--- config.mk ---
export PLATFORM = sky130hd
export DESIGN_NAME = sas_sequencer
export DESIGN_NICKNAME = d
export VERILOG_FILES = /design/src/hdl/sas_sequencer.v
export VERILOG_INCLUDE_DIRS = /design/src /design/src/hdl
export SDC_FILE = /design/constraint.sdc
export NUM_CORES = 1
export LEC_CHECK = 0
export ABC_AREA = 1
export CAP_MARGIN = 20
export CORE_MARGIN = 2
export CORE_UTILIZATION = 25
export CTS_CLUSTER_DIAMETER = 200
export DETAILED_ROUTE_END_ITERATION = 8
export DONT_BUFFER_PORTS = 1
export GPL_TIMING_DRIVEN = 0
export PLACE_DENSITY = 0.43
export SETUP_SLACK_MARGIN = 0.1
export SYNTH_ARGS = -nofsm -noshare
export SYNTH_HDL_FRONTEND = slang
export SYNTH_SLANG_ARGS = --single-unit
--- constraint.sdc ---
create_clock -name core_clk_in -period 3.4 [get_ports core_clk_in]
set_clock_uncertainty 0.05 [all_clocks]
set_input_delay 0 -clock core_clk_in [delete_from_list [all_inputs] [get_ports core_clk_in]]
set_output_delay 0 -clock core_clk_in [all_outputs]
set_load 0.1 [all_outputs]
--- src/hdl/sas_regs.vh ---
// constants for the successive-approximation conversion sequencer
`ifndef SAS_REGS_VH
`define SAS_REGS_VH
// conversion lengths, in half converter clock cycles
`define SAS_LEN_NORMAL 6'h1A
`define SAS_LEN_FIRST 6'h32
`define SAS_LEN_DIFF 6'h1C
// sample-and-hold points, in half converter clock cycles
`define SAS_SMP_NORMAL 6'h03
`define SAS_SMP_FIRST 6'h1B
`define SAS_SMP_AUTO 6'h04
`define SAS_SMP_DIFF 6'h05
// trigger select code meaning "conversion complete flag"
`define SAS_TS_FREE 3'h0
// channel select codes above the single-ended range
`define SAS_CH_DIFF_LO 5'h08
`define SAS_CH_BANDGAP 5'h1E
`define SAS_CH_GROUND 5'h1F
// result register reset value
`define SAS_RESULT_RST 8'h00
`endif

--- src/hdl/sas_sequencer.v ---
// conversion sequencer: prescaler, starts, timing, result lock and flag
`default_nettype none
`include "sas_regs.vh"
// Notes on behaviour
// (RQ1) selections apply only while enabled; else idle
// (RQ2) result right-justified, or left when asked
// (RQ3) low byte read blocks result updates
// (RQ4) blocked completion discards its result
// (RQ5) high byte read re-enables updates
// (RQ6) complete flag still sets during lock
// (RQ7) start bit begins, holds, clears at end
// (RQ8) channel change waits for conversion end
// (RQ9) auto trigger edge resets prescaler, starts
// (RQ10) edges during conversion ignored, no relevel
// (RQ11) trigger flag needs clearing between events
// (RQ12) complete-flag source restarts back to back
// (RQ13) start bit reads one during any conversion
// (RQ14) prescaler counts when enabled, else reset
// (RQ15) user start waits for converter clock edge
// (RQ16) 13 cycles normal, 25 first
// (RQ17) sample at 1.5, or 13.5 first
// (RQ18) completion writes result, flags, clears start
// (RQ19) auto trigger samples 2 cycles after edge
// (RQ20) differential auto trigger needs re-enable
// (RQ21) free running keeps start bit set
// (RQ22) single-ended bypasses gain; differential uses it
// (RQ23) differential 13 or 14 by phase
// (RQ24) selection buffer locked during conversion
// (RQ25) irq while flag and enable; clear paths
// (RQ26) prescaler divides by 2 through 128
module sas_sequencer (
  // clock and reset
  input wire core_clk_in,
  input wire reset_n_in,
  // control bits
  input wire conv_enable_in,
  input wire start_conversion_wr_in,
  input wire auto_trigger_enable_in,
  input wire [2:0] trigger_select_in,
  input wire [7:0] trigger_sources_in,
  input wire [2:0] prescale_select_in,
  input wire left_adjust_result_in,
  input wire conversion_irq_enable_in,
  input wire done_flag_clear_in,
  input wire irq_ack_in,
  // selections written by software
  input wire [4:0] channel_select_in,
  input wire [1:0] reference_select_in,
  // result register reads
  input wire result_low_read_in,
  input wire result_high_read_in,
  // analog core answer
  input wire [9:0] sar_result_in,
  // status and results
  output reg start_conversion_out,
  output reg conversion_done_flag_out,
  output reg conv_irq_out,
  output reg [7:0] result_high_byte_out,
  output reg [7:0] result_low_byte_out,
  // analog core control
  output reg analog_power_out,
  output reg sample_hold_out,
  output reg [4:0] channel_select_out,
  output reg [1:0] reference_select_out,
  output reg gain_bypass_out,
  output reg half_rate_phase_clock_out
);
  // one-hot sequencer states
  localparam ST_IDLE = 3'b001;
  localparam ST_WAIT = 3'b010;
  localparam ST_CONV = 3'b100;

  // differential when between single-ended pins and bandgap/ground
  function is_diff;
    input [4:0] ch;
    begin
      is_diff = (ch >= `SAS_CH_DIFF_LO) && (ch < `SAS_CH_BANDGAP);
    end
  endfunction

  reg [2:0] state; // sequencer state
  reg [6:0] pre_cnt; // prescaler count
  reg [5:0] hcnt; // half cycles into conversion
  reg [5:0] cur_len; // length of running conversion
  reg [5:0] cur_smp; // sample point of running conversion
  reg first_conv; // next conversion is the long one
  reg locked; // result registers blocked
  reg [2:0] trig_d; // trigger synchroniser delay
  reg [6:0] div_m1; // prescale divide minus one
  reg [6:0] half_m1; // half divide minus one
  reg rise_tick; // converter clock rising edge
  reg half_tick; // either converter clock edge
  reg trig_sel; // selected trigger source level
  reg trig_edge; // qualified trigger edge
  reg free_run; // complete flag is the source
  reg done; // conversion finishes this cycle
  reg restart; // back to back restart at done
  reg [5:0] next_hcnt;

  // (RQ26) divide by 2..128
  always @* begin
    if (prescale_select_in == 3'h0) begin
      div_m1 = 7'h01;
    end else begin
      div_m1 = (7'h01 << prescale_select_in) - 7'h01;
    end
    half_m1 = div_m1 >> 1;
    rise_tick = conv_enable_in && (pre_cnt == div_m1);
    half_tick = rise_tick || (conv_enable_in && (pre_cnt == half_m1));
  end

  // trigger selection and qualification
  always @* begin
    trig_sel = trigger_sources_in[trigger_select_in];
    free_run = auto_trigger_enable_in && (trigger_select_in == `SAS_TS_FREE);
    // (RQ10) only edges seen outside a conversion count
    // (RQ11) level must fall before next edge
    trig_edge = conv_enable_in && auto_trigger_enable_in && !free_run &&
                trig_d[1] && !trig_d[2] && (state != ST_CONV);
    next_hcnt = hcnt + 6'h01;
    done = (state == ST_CONV) && half_tick && (next_hcnt == cur_len);
    // (RQ12) restart whatever the flag holds
    restart = done && free_run;
  end

  // trigger delay line; inputs are synchronous so no metastability risk
  // (RQ19) three cpu cycles of synchronisation
  always @(posedge core_clk_in or negedge reset_n_in) begin
    if (!reset_n_in) begin
      trig_d <= 3'h0;
    end else begin
      trig_d <= {trig_d[1:0], trig_sel};
    end
  end

  // prescaler
  always @(posedge core_clk_in or negedge reset_n_in) begin
    if (!reset_n_in) begin
      pre_cnt <= 7'h00;
    end else if (!conv_enable_in) begin
      // (RQ14) held in reset while off
      pre_cnt <= 7'h00;
    end else if (trig_edge) begin
      // (RQ9) trigger resets prescaler
      pre_cnt <= 7'h00;
    end else if (pre_cnt >= div_m1) begin
      // wrap at once if a smaller divide is picked mid-count
      pre_cnt <= 7'h00;
    end else begin
      pre_cnt <= pre_cnt + 7'h01;
    end
  end

  // half-rate phase clock follows converter clock rises
  always @(posedge core_clk_in or negedge reset_n_in) begin
    if (!reset_n_in) begin
      half_rate_phase_clock_out <= 1'b0;
    end else if (!conv_enable_in) begin
      half_rate_phase_clock_out <= 1'b0;
    end else if (rise_tick) begin
      half_rate_phase_clock_out <= !half_rate_phase_clock_out;
    end
  end

  // conversion sequencer
  always @(posedge core_clk_in or negedge reset_n_in) begin
    if (!reset_n_in) begin
      state <= ST_IDLE;
      hcnt <= 6'h00;
      cur_len <= `SAS_LEN_NORMAL;
      cur_smp <= `SAS_SMP_NORMAL;
      first_conv <= 1'b1;
      start_conversion_out <= 1'b0;
      sample_hold_out <= 1'b0;
    end else if (!conv_enable_in) begin
      // (RQ1) powered down, idle; next start is the long one
      // (RQ20) disabling rearms the extended conversion
      state <= ST_IDLE;
      hcnt <= 6'h00;
      first_conv <= 1'b1;
      start_conversion_out <= 1'b0;
      sample_hold_out <= 1'b0;
    end else begin
      sample_hold_out <= 1'b0;
      case (state)
        ST_IDLE: begin
          if (trig_edge) begin
            // (RQ19) start aligned to reset prescaler
            state <= ST_CONV;
            hcnt <= 6'h00;
            start_conversion_out <= 1'b1;
            first_conv <= 1'b0;
            cur_len <= first_conv ? `SAS_LEN_FIRST : `SAS_LEN_NORMAL;
            cur_smp <= first_conv ? `SAS_SMP_FIRST : `SAS_SMP_AUTO;
          end else if (start_conversion_wr_in) begin
            // (RQ13) start write also works under auto trigger
            state <= ST_WAIT;
            start_conversion_out <= 1'b1;
          end
        end
        ST_WAIT: begin
          // (RQ15) begin on next converter clock rise
          if (rise_tick) begin
            state <= ST_CONV;
            hcnt <= 6'h00;
            first_conv <= 1'b0;
            if (first_conv) begin
              // (RQ16) first conversion 25 cycles
              cur_len <= `SAS_LEN_FIRST;
              cur_smp <= `SAS_SMP_FIRST;
            end else if (is_diff(channel_select_out) && !half_rate_phase_clock_out) begin
              // (RQ23) phase high after this rise: 14 cycles
              cur_len <= `SAS_LEN_DIFF;
              cur_smp <= `SAS_SMP_DIFF;
            end else begin
              cur_len <= `SAS_LEN_NORMAL;
              cur_smp <= `SAS_SMP_NORMAL;
            end
          end
        end
        ST_CONV: begin
          if (half_tick) begin
            hcnt <= next_hcnt;
          end
          // (RQ17) sample at its half-cycle point
          if (half_tick && (next_hcnt == cur_smp)) begin
            sample_hold_out <= 1'b1;
          end
          if (restart) begin
            // (RQ21) start bit stays set
            hcnt <= 6'h00;
            cur_len <= is_diff(channel_select_out) ? `SAS_LEN_DIFF : `SAS_LEN_NORMAL;
            cur_smp <= is_diff(channel_select_out) ? `SAS_SMP_DIFF : `SAS_SMP_NORMAL;
          end else if (done) begin
            // (RQ7) hardware clears the start bit
            // (RQ18) same cycle as result and flag
            state <= ST_IDLE;
            start_conversion_out <= 1'b0;
          end
        end
        default: begin
          state <= ST_IDLE;
          start_conversion_out <= 1'b0;
        end
      endcase
    end
  end

  // selection buffer toward the analog core
  always @(posedge core_clk_in or negedge reset_n_in) begin
    if (!reset_n_in) begin
      channel_select_out <= 5'h00;
      reference_select_out <= 2'h0;
      gain_bypass_out <= 1'b1;
      analog_power_out <= 1'b0;
    end else begin
      analog_power_out <= conv_enable_in;
      // (RQ24) follow outside a conversion or in its last three half cycles
      // (RQ8) locked so the running channel finishes
      if (conv_enable_in && ((state != ST_CONV) || (next_hcnt >= cur_len - 6'h02))) begin
        channel_select_out <= channel_select_in;
        reference_select_out <= reference_select_in;
        // (RQ22) gain stage only for differential pairs
        gain_bypass_out <= !is_diff(channel_select_in);
      end
    end
  end

  // result registers and read lock
  always @(posedge core_clk_in or negedge reset_n_in) begin
    if (!reset_n_in) begin
      locked <= 1'b0;
      result_high_byte_out <= `SAS_RESULT_RST;
      result_low_byte_out <= `SAS_RESULT_RST;
    end else begin
      // (RQ5) high read releases; it wins over a low read
      if (result_high_read_in) begin
        locked <= 1'b0;
      end else if (result_low_read_in) begin
        // (RQ3) low read locks both bytes
        locked <= 1'b1;
      end
      // (RQ4) discard while locked
      if (done && !locked) begin
        // (RQ2) alignment of the 10-bit result
        if (left_adjust_result_in) begin
          result_high_byte_out <= sar_result_in[9:2];
          result_low_byte_out <= {sar_result_in[1:0], 6'h00};
        end else begin
          result_high_byte_out <= {6'h00, sar_result_in[9:8]};
          result_low_byte_out <= sar_result_in[7:0];
        end
      end
    end
  end

  // complete flag and interrupt; a completion beats a clear
  always @(posedge core_clk_in or negedge reset_n_in) begin
    if (!reset_n_in) begin
      conversion_done_flag_out <= 1'b0;
      conv_irq_out <= 1'b0;
    end else if (done) begin
      // (RQ6) flag sets even when result is dropped
      conversion_done_flag_out <= 1'b1;
      conv_irq_out <= conversion_irq_enable_in;
    end else if (done_flag_clear_in || irq_ack_in) begin
      // (RQ25) cleared by write-one or service
      conversion_done_flag_out <= 1'b0;
      conv_irq_out <= 1'b0;
    end else begin
      conv_irq_out <= conversion_done_flag_out && conversion_irq_enable_in;
    end
  end
endmodule
`default_nettype wire

Word level (Yosys, flattened, before mapping):

Cells that the tools add are included.

* register bits: 63
* input port bits: 42
* output and inout bits: 30
* word-level logic and storage cells: 146

* add/subtract/negate cells: 4
* $lt $le $gt $ge: 7
* eq/ne operators: 21
* shift-type cells: 1
* muxes and demuxes: 58
* reductions and logical operators: 36

Operators by type and width (number)
* 6-bit 2-to-1 mux: 13
* 6-bit one-hot mux with 3 select lines: 3
* 3-bit 2-to-1 mux: 10
* 7-bit 2-to-1 mux: 4
* 1-bit 2-to-1 mux: 20
* 1-bit logical AND: 18
* 8-bit 2-to-1 mux: 2
* 3-bit != test (second input constant): 5
* 6-bit equality test: 2
* 4-bit AND reduction: 3
* 5-bit by 4-bit >= comparator with 1-bit output (second input constant): 2
* 5-bit < comparator (second input constant): 2
* 5-bit 2-to-1 mux: 2
* 3-bit one-hot mux with 3 select lines: 1
* 2-bit != test (second input constant): 4
* 4-bit != test (second input constant): 2
* 7-bit by 1-bit adder with 7-bit output (second input constant): 1
* 7-bit by 6-bit equality test with 1-bit output: 1
* 7-bit equality test: 1
* 7-bit >= comparator: 1
* 1-bit by 3-bit << shifter with 7-bit output (first input constant): 1
* 7-bit by 1-bit subtractor with 7-bit output (second input constant): 1
* 6-bit by 1-bit adder with 6-bit output (second input constant): 1
* 6-bit >= comparator: 1
* 18 further kinds: 26

Depth between registers and ports, before layout:

* depth after elaboration: 12
* mapped depth: 17
* gate-level depth less buffers: 16

Least setup slack after synthesis:

OpenSTA, ideal clock, no wires.

* path type: register -> register
* from: register hcnt[0]
* to: register hcnt[2]
* library setup time: 118 ps
* data arrival time: 2113 ps
* data required time: 3232 ps
* slack: 1119 ps
* cell stages (with the launch flop): 16
* path through: dfrtp_1 > buf_2 > nand4_1 > nor2_1 > xnor2_1 > inv_1 > ha_1 > nand3b_1 > nor2_1 > nand2_1 > nor2_4 > nand4_2 > nand3_2 > nand2_2 > nand2_1 > nand2_1

* word-level cells in the longest chain between the ends: 7
* elaborated cells on any way between the ends: 10

RTL lines
* start: declaration: line sas_sequencer.v:83 `reg [5:0] hcnt;`
* start signal: assignment: line sas_sequencer.v:223 `hcnt <= next_hcnt;`
* 6-bit by 1-bit adder with 6-bit output (*): line sas_sequencer.v:120 `next_hcnt = hcnt + 6'h01;`
* 6-bit equality test: line sas_sequencer.v:121 `done = (state == ST_CONV) && half_tick && (next_hcnt == cur_len);`
* 1-bit logical AND: line sas_sequencer.v:121
* 1-bit logical AND: line sas_sequencer.v:123 `restart = done && free_run;`
* 6-bit 2-to-1 mux: line sas_sequencer.v:229 `if (restart) begin`
* 6-bit one-hot mux with 3 select lines: line sas_sequencer.v:185 `case (state)`
* 6-bit 2-to-1 mux: line sas_sequencer.v:175 `end else if (!conv_enable_in) begin`

Every way passes the cells marked *; elsewhere a longest branch is shown, timed or not. The select of a mux whose other input is x is not followed.
A chain may end at the register's enable or synchronous reset.

Final worst setup path:

* from: register hcnt[0]
* to: register result_low_byte_out[2]

* word-level cells in the longest chain between the ends: 4

RTL lines
* 6-bit by 1-bit adder with 6-bit output: line sas_sequencer.v:120
* 6-bit equality test: line sas_sequencer.v:121
* 1-bit logical AND: line sas_sequencer.v:121
* 1-bit logical AND: line sas_sequencer.v:284 `if (done && !locked) begin`
* end signal: assignment: line sas_sequencer.v:274 `` result_low_byte_out <= `SAS_RESULT_RST; ``
* end signal: assignment: line sas_sequencer.v:288 `result_low_byte_out <= {sar_result_in[1:0], 6'h00};`
* end signal: assignment: line sas_sequencer.v:291 `result_low_byte_out <= sar_result_in[7:0];`
* end: declaration: line sas_sequencer.v:59 `output reg [7:0] result_low_byte_out,`

Every way passes these cells.

==> metrics <==
CTS tree done; antenna viol nets, final 0; # nets final 529; die area 14300 um2; clock sinks 58; status finished, final reports clean; first-pass GRT wire length 14.2 mm; Buffers & Inverters on Critical Path 4; Num CTS Buffers 9; Clock transition at path regs 0.05 ns; setup TNS 0 ns; final hold slack 0.0838 ns; CP startpoint kind flip-flop; Reg area 1460 um2; Seq cells post-synth 58; Final Hold Vio Count 0; CP Data Required Time 3.61 ns; Unique masters post-synth 43; RSZ-0062 raised after global routing no; I/O pins 72; critical path type flip-flop to flip-flop; Root Buffer clkbuf_16; initial antenna violation count 0; Starting Density 0.254; Rel. slew slack 0.351; max cap viols 0; sequential cell area fraction in the yosys report 0.436; wire length per cell 12.6 um; Vias 2932; routed wire length 8.21 mm; Leak Pwr 0.00207 uW; GPL Wtd Cong 0.767; number of global-route vias before repair 3010; Most used DFF post-synth dfrtp_1; Core ar. 13200 um2; Detailed Place HPWL 5.94 mm; Post-Syn Area per Cell 7.96 um2; synthesized area 3350 um2; warnings from Yosys 0; overall routing resource usage 0.125; clk_lat worst skew 0.33 ns; Max Root-Sink Buffers 2; area delta synth->final 27.4%; Crit Path Max Fanout 10; Die Y 120 um; Slew Limit Fails 0; die width 120 um; most frequent cells in the layout nand2_1 (112), dfrtp_1 (51), nor2_1 (42); Final Cycle Share 0.885; Peak supply drop 0.222 mV; PortBufs 0; area of the multi-input gates 1660 um2; Arr. time, crit path 3.22 ns; fin crit period 3.01 ns; DRT iter0 DRCs 119; Avg Vias per Cell 4.49; Worst Max-Slew Pin Slew 0.973 ns; most common cell after layout, fill and taps aside nand2_1; Hold Crit Class input pin to flip-flop; share of cells above drive strength 1 0.115; Fill cells 1402; total power 2410 uW; Async SR Flop Fraction 1.00; CTS H-tree lvls 3; EDFF count, synth 0; Worst path max stage delay 0.56 ns; Achievable Freq 332 MHz; final setup violation count 0; Synth Instances 421; DR pass1 iterations 4; Syn Nets 478; largest net degree at the start of global routing 59; crit end category flip-flop; CP top delay family simple AND/OR/NAND/NOR gates; total global routing overflow 0; power per cell area 564 nW/um2; ANT cells 0; number of remaining DRC errors 0; # rows 42; FF-to-FF setup slack 0.39 ns; Worst path slowest cell dlygate4sd3_1; CP cell instances clkbuf_4 > nand4_1 > nor2_2 > xnor2_1 > inv_1 > ha_1 > nand3b_1 > nor2_1 > nand2_1 > nor2_4 > nand3_4 > nor2_4 > buf_4 > nand3_1 > dlygate4sd3_1 > nand2_1
cell usage after synthesis (2+ instances only):
| master | n | area share |
|---|---|---|
| nand2_1 | 112 | 0.13 |
| dfrtp_1 | 51 | 0.38 |
| nor2_1 | 43 | 0.048 |
| inv_1 | 40 | 0.045 |
| nand3_1 | 29 | 0.043 |
| o21ai_0 | 21 | 0.031 |
| ha_1 | 15 | 0.056 |
| nand4_1 | 14 | 0.026 |
| nor3_1 | 10 | 0.015 |
| a21oi_1 | 8 | 0.012 |
| dfstp_2 | 7 | 0.055 |
| nand2_2 | 7 | 0.013 |
| o21a_1 | 6 | 0.013 |
| o21ai_1 | 6 | 0.0090 |
| xnor2_1 | 5 | 0.013 |
| xor2_1 | 5 | 0.013 |
| inv_2 | 4 | 0.0045 |
| buf_2 | 3 | 0.0045 |
| buf_4 | 3 | 0.0067 |
| nand3_2 | 3 | 0.0090 |
| nor2_4 | 3 | 0.010 |
| clkinv_1 | 2 | 0.0022 |
| nor2_2 | 2 | 0.0037 |
| o2111ai_1 | 2 | 0.0052 |
| o21bai_1 | 2 | 0.0045 |
layer usage:
| layer | vias up | track usage | part of all wire |
|---|---|---|---|
| li1 | 1485 | - | - |
| met1 | 1371 | 0.143 | 0.44 |
| met2 | 64 | 0.214 | 0.48 |
| met3 | 12 | 0.0480 | 0.060 |
| met4 | 0 | 0.0419 | 0.013 |
| met5 | - | 0 | 0 |
state kept, by name (all words and copies together), names as in the netlist, 2 cells and up:
register and cells:
result_high_byte_out 8, pre_cnt 7, reference_select_out 2, channel_select_out 5
cur_smp 4, trig_d 3, result_low_byte_out 8, cur_len 3
state 3, hcnt 6
cell families (layout without fill, tap and decap cells):
kind of cell / Yosys count / count (layout) / share of synthesized area
and+or+nand+nor: 231 / 231 / 0.319
DFF: 58 / 58 / 0.436
buffers and inverters: 55 / 111 / 0.0691
AOI/OAI and AO/OA: 52 / 52 / 0.0937
adders and majority gates: 15 / 15 / 0.0560
xor gates and xnor gates: 10 / 10 / 0.0261
final timing paths:
check / end / cells after the start / startpoint
worst max-delay path: result_low_byte_out[2]$_DFFE_PN0P_ / 16 / hcnt[0]$_DFFE_PN0P_
worst min-delay path: state[2]$_DFFE_PN0P_ / 5 / auto_trigger_enable_in
worst max register to register: result_low_byte_out[2]$_DFFE_PN0P_ / 16 / hcnt[0]$_DFFE_PN0P_
worst min register to register: trig_d[1]$_DFF_PN0_ / 0 / trig_d[0]$_DFF_PN0_
max in group asynchronous: state[0]$_DFFE_PN1P_ / 2 / reset_n_in
min in group asynchronous: result_low_byte_out[7]$_DFFE_PN0P_ / 2 / reset_n_in
per-stage QoR:
stage               instance area (um2)   util  setup WS (ns)  cells
floorplan                          3350      -           1.12    421
global placement                   3570  0.271          0.775    597
detailed placement                 3570  0.271          0.792    597
CTS                                4260  0.323          0.331    652
global route                       4270  0.324          0.107    653
finish                             4270  0.324          0.391    653
worst min-delay path: cells and delay by family:
kind | cells | cell delay, ns
compound gates | 2 | 0.19
simple gates | 3 | 0.24
area by class of cell:
cell class	count	share of cell area
multi-input cells	308	0.389
repair buffers	40	0.0973
clock buffers	14	0.0619
well taps	176	0.0516
clock inverters	2	0.00293
flip-flops and latches	58	0.342
inverters	47	0.0419
plain buffers	8	0.0129
repair_timing:
action	in CTS	in global routing
resized for setup	0	2
setup buffers	0	1
endpoints found under the setup margin	0	10
hold endpoints to repair	92	0
hold buffers	39	0
where the power goes:
group	total, uW	switching [uW]	internal, uW
Combinational	563	346	216
Clock	837	306	531
Sequential	1010	206	802
Total	2410	858	1550
No activity file was read; power rests on OpenSTA's default activity.
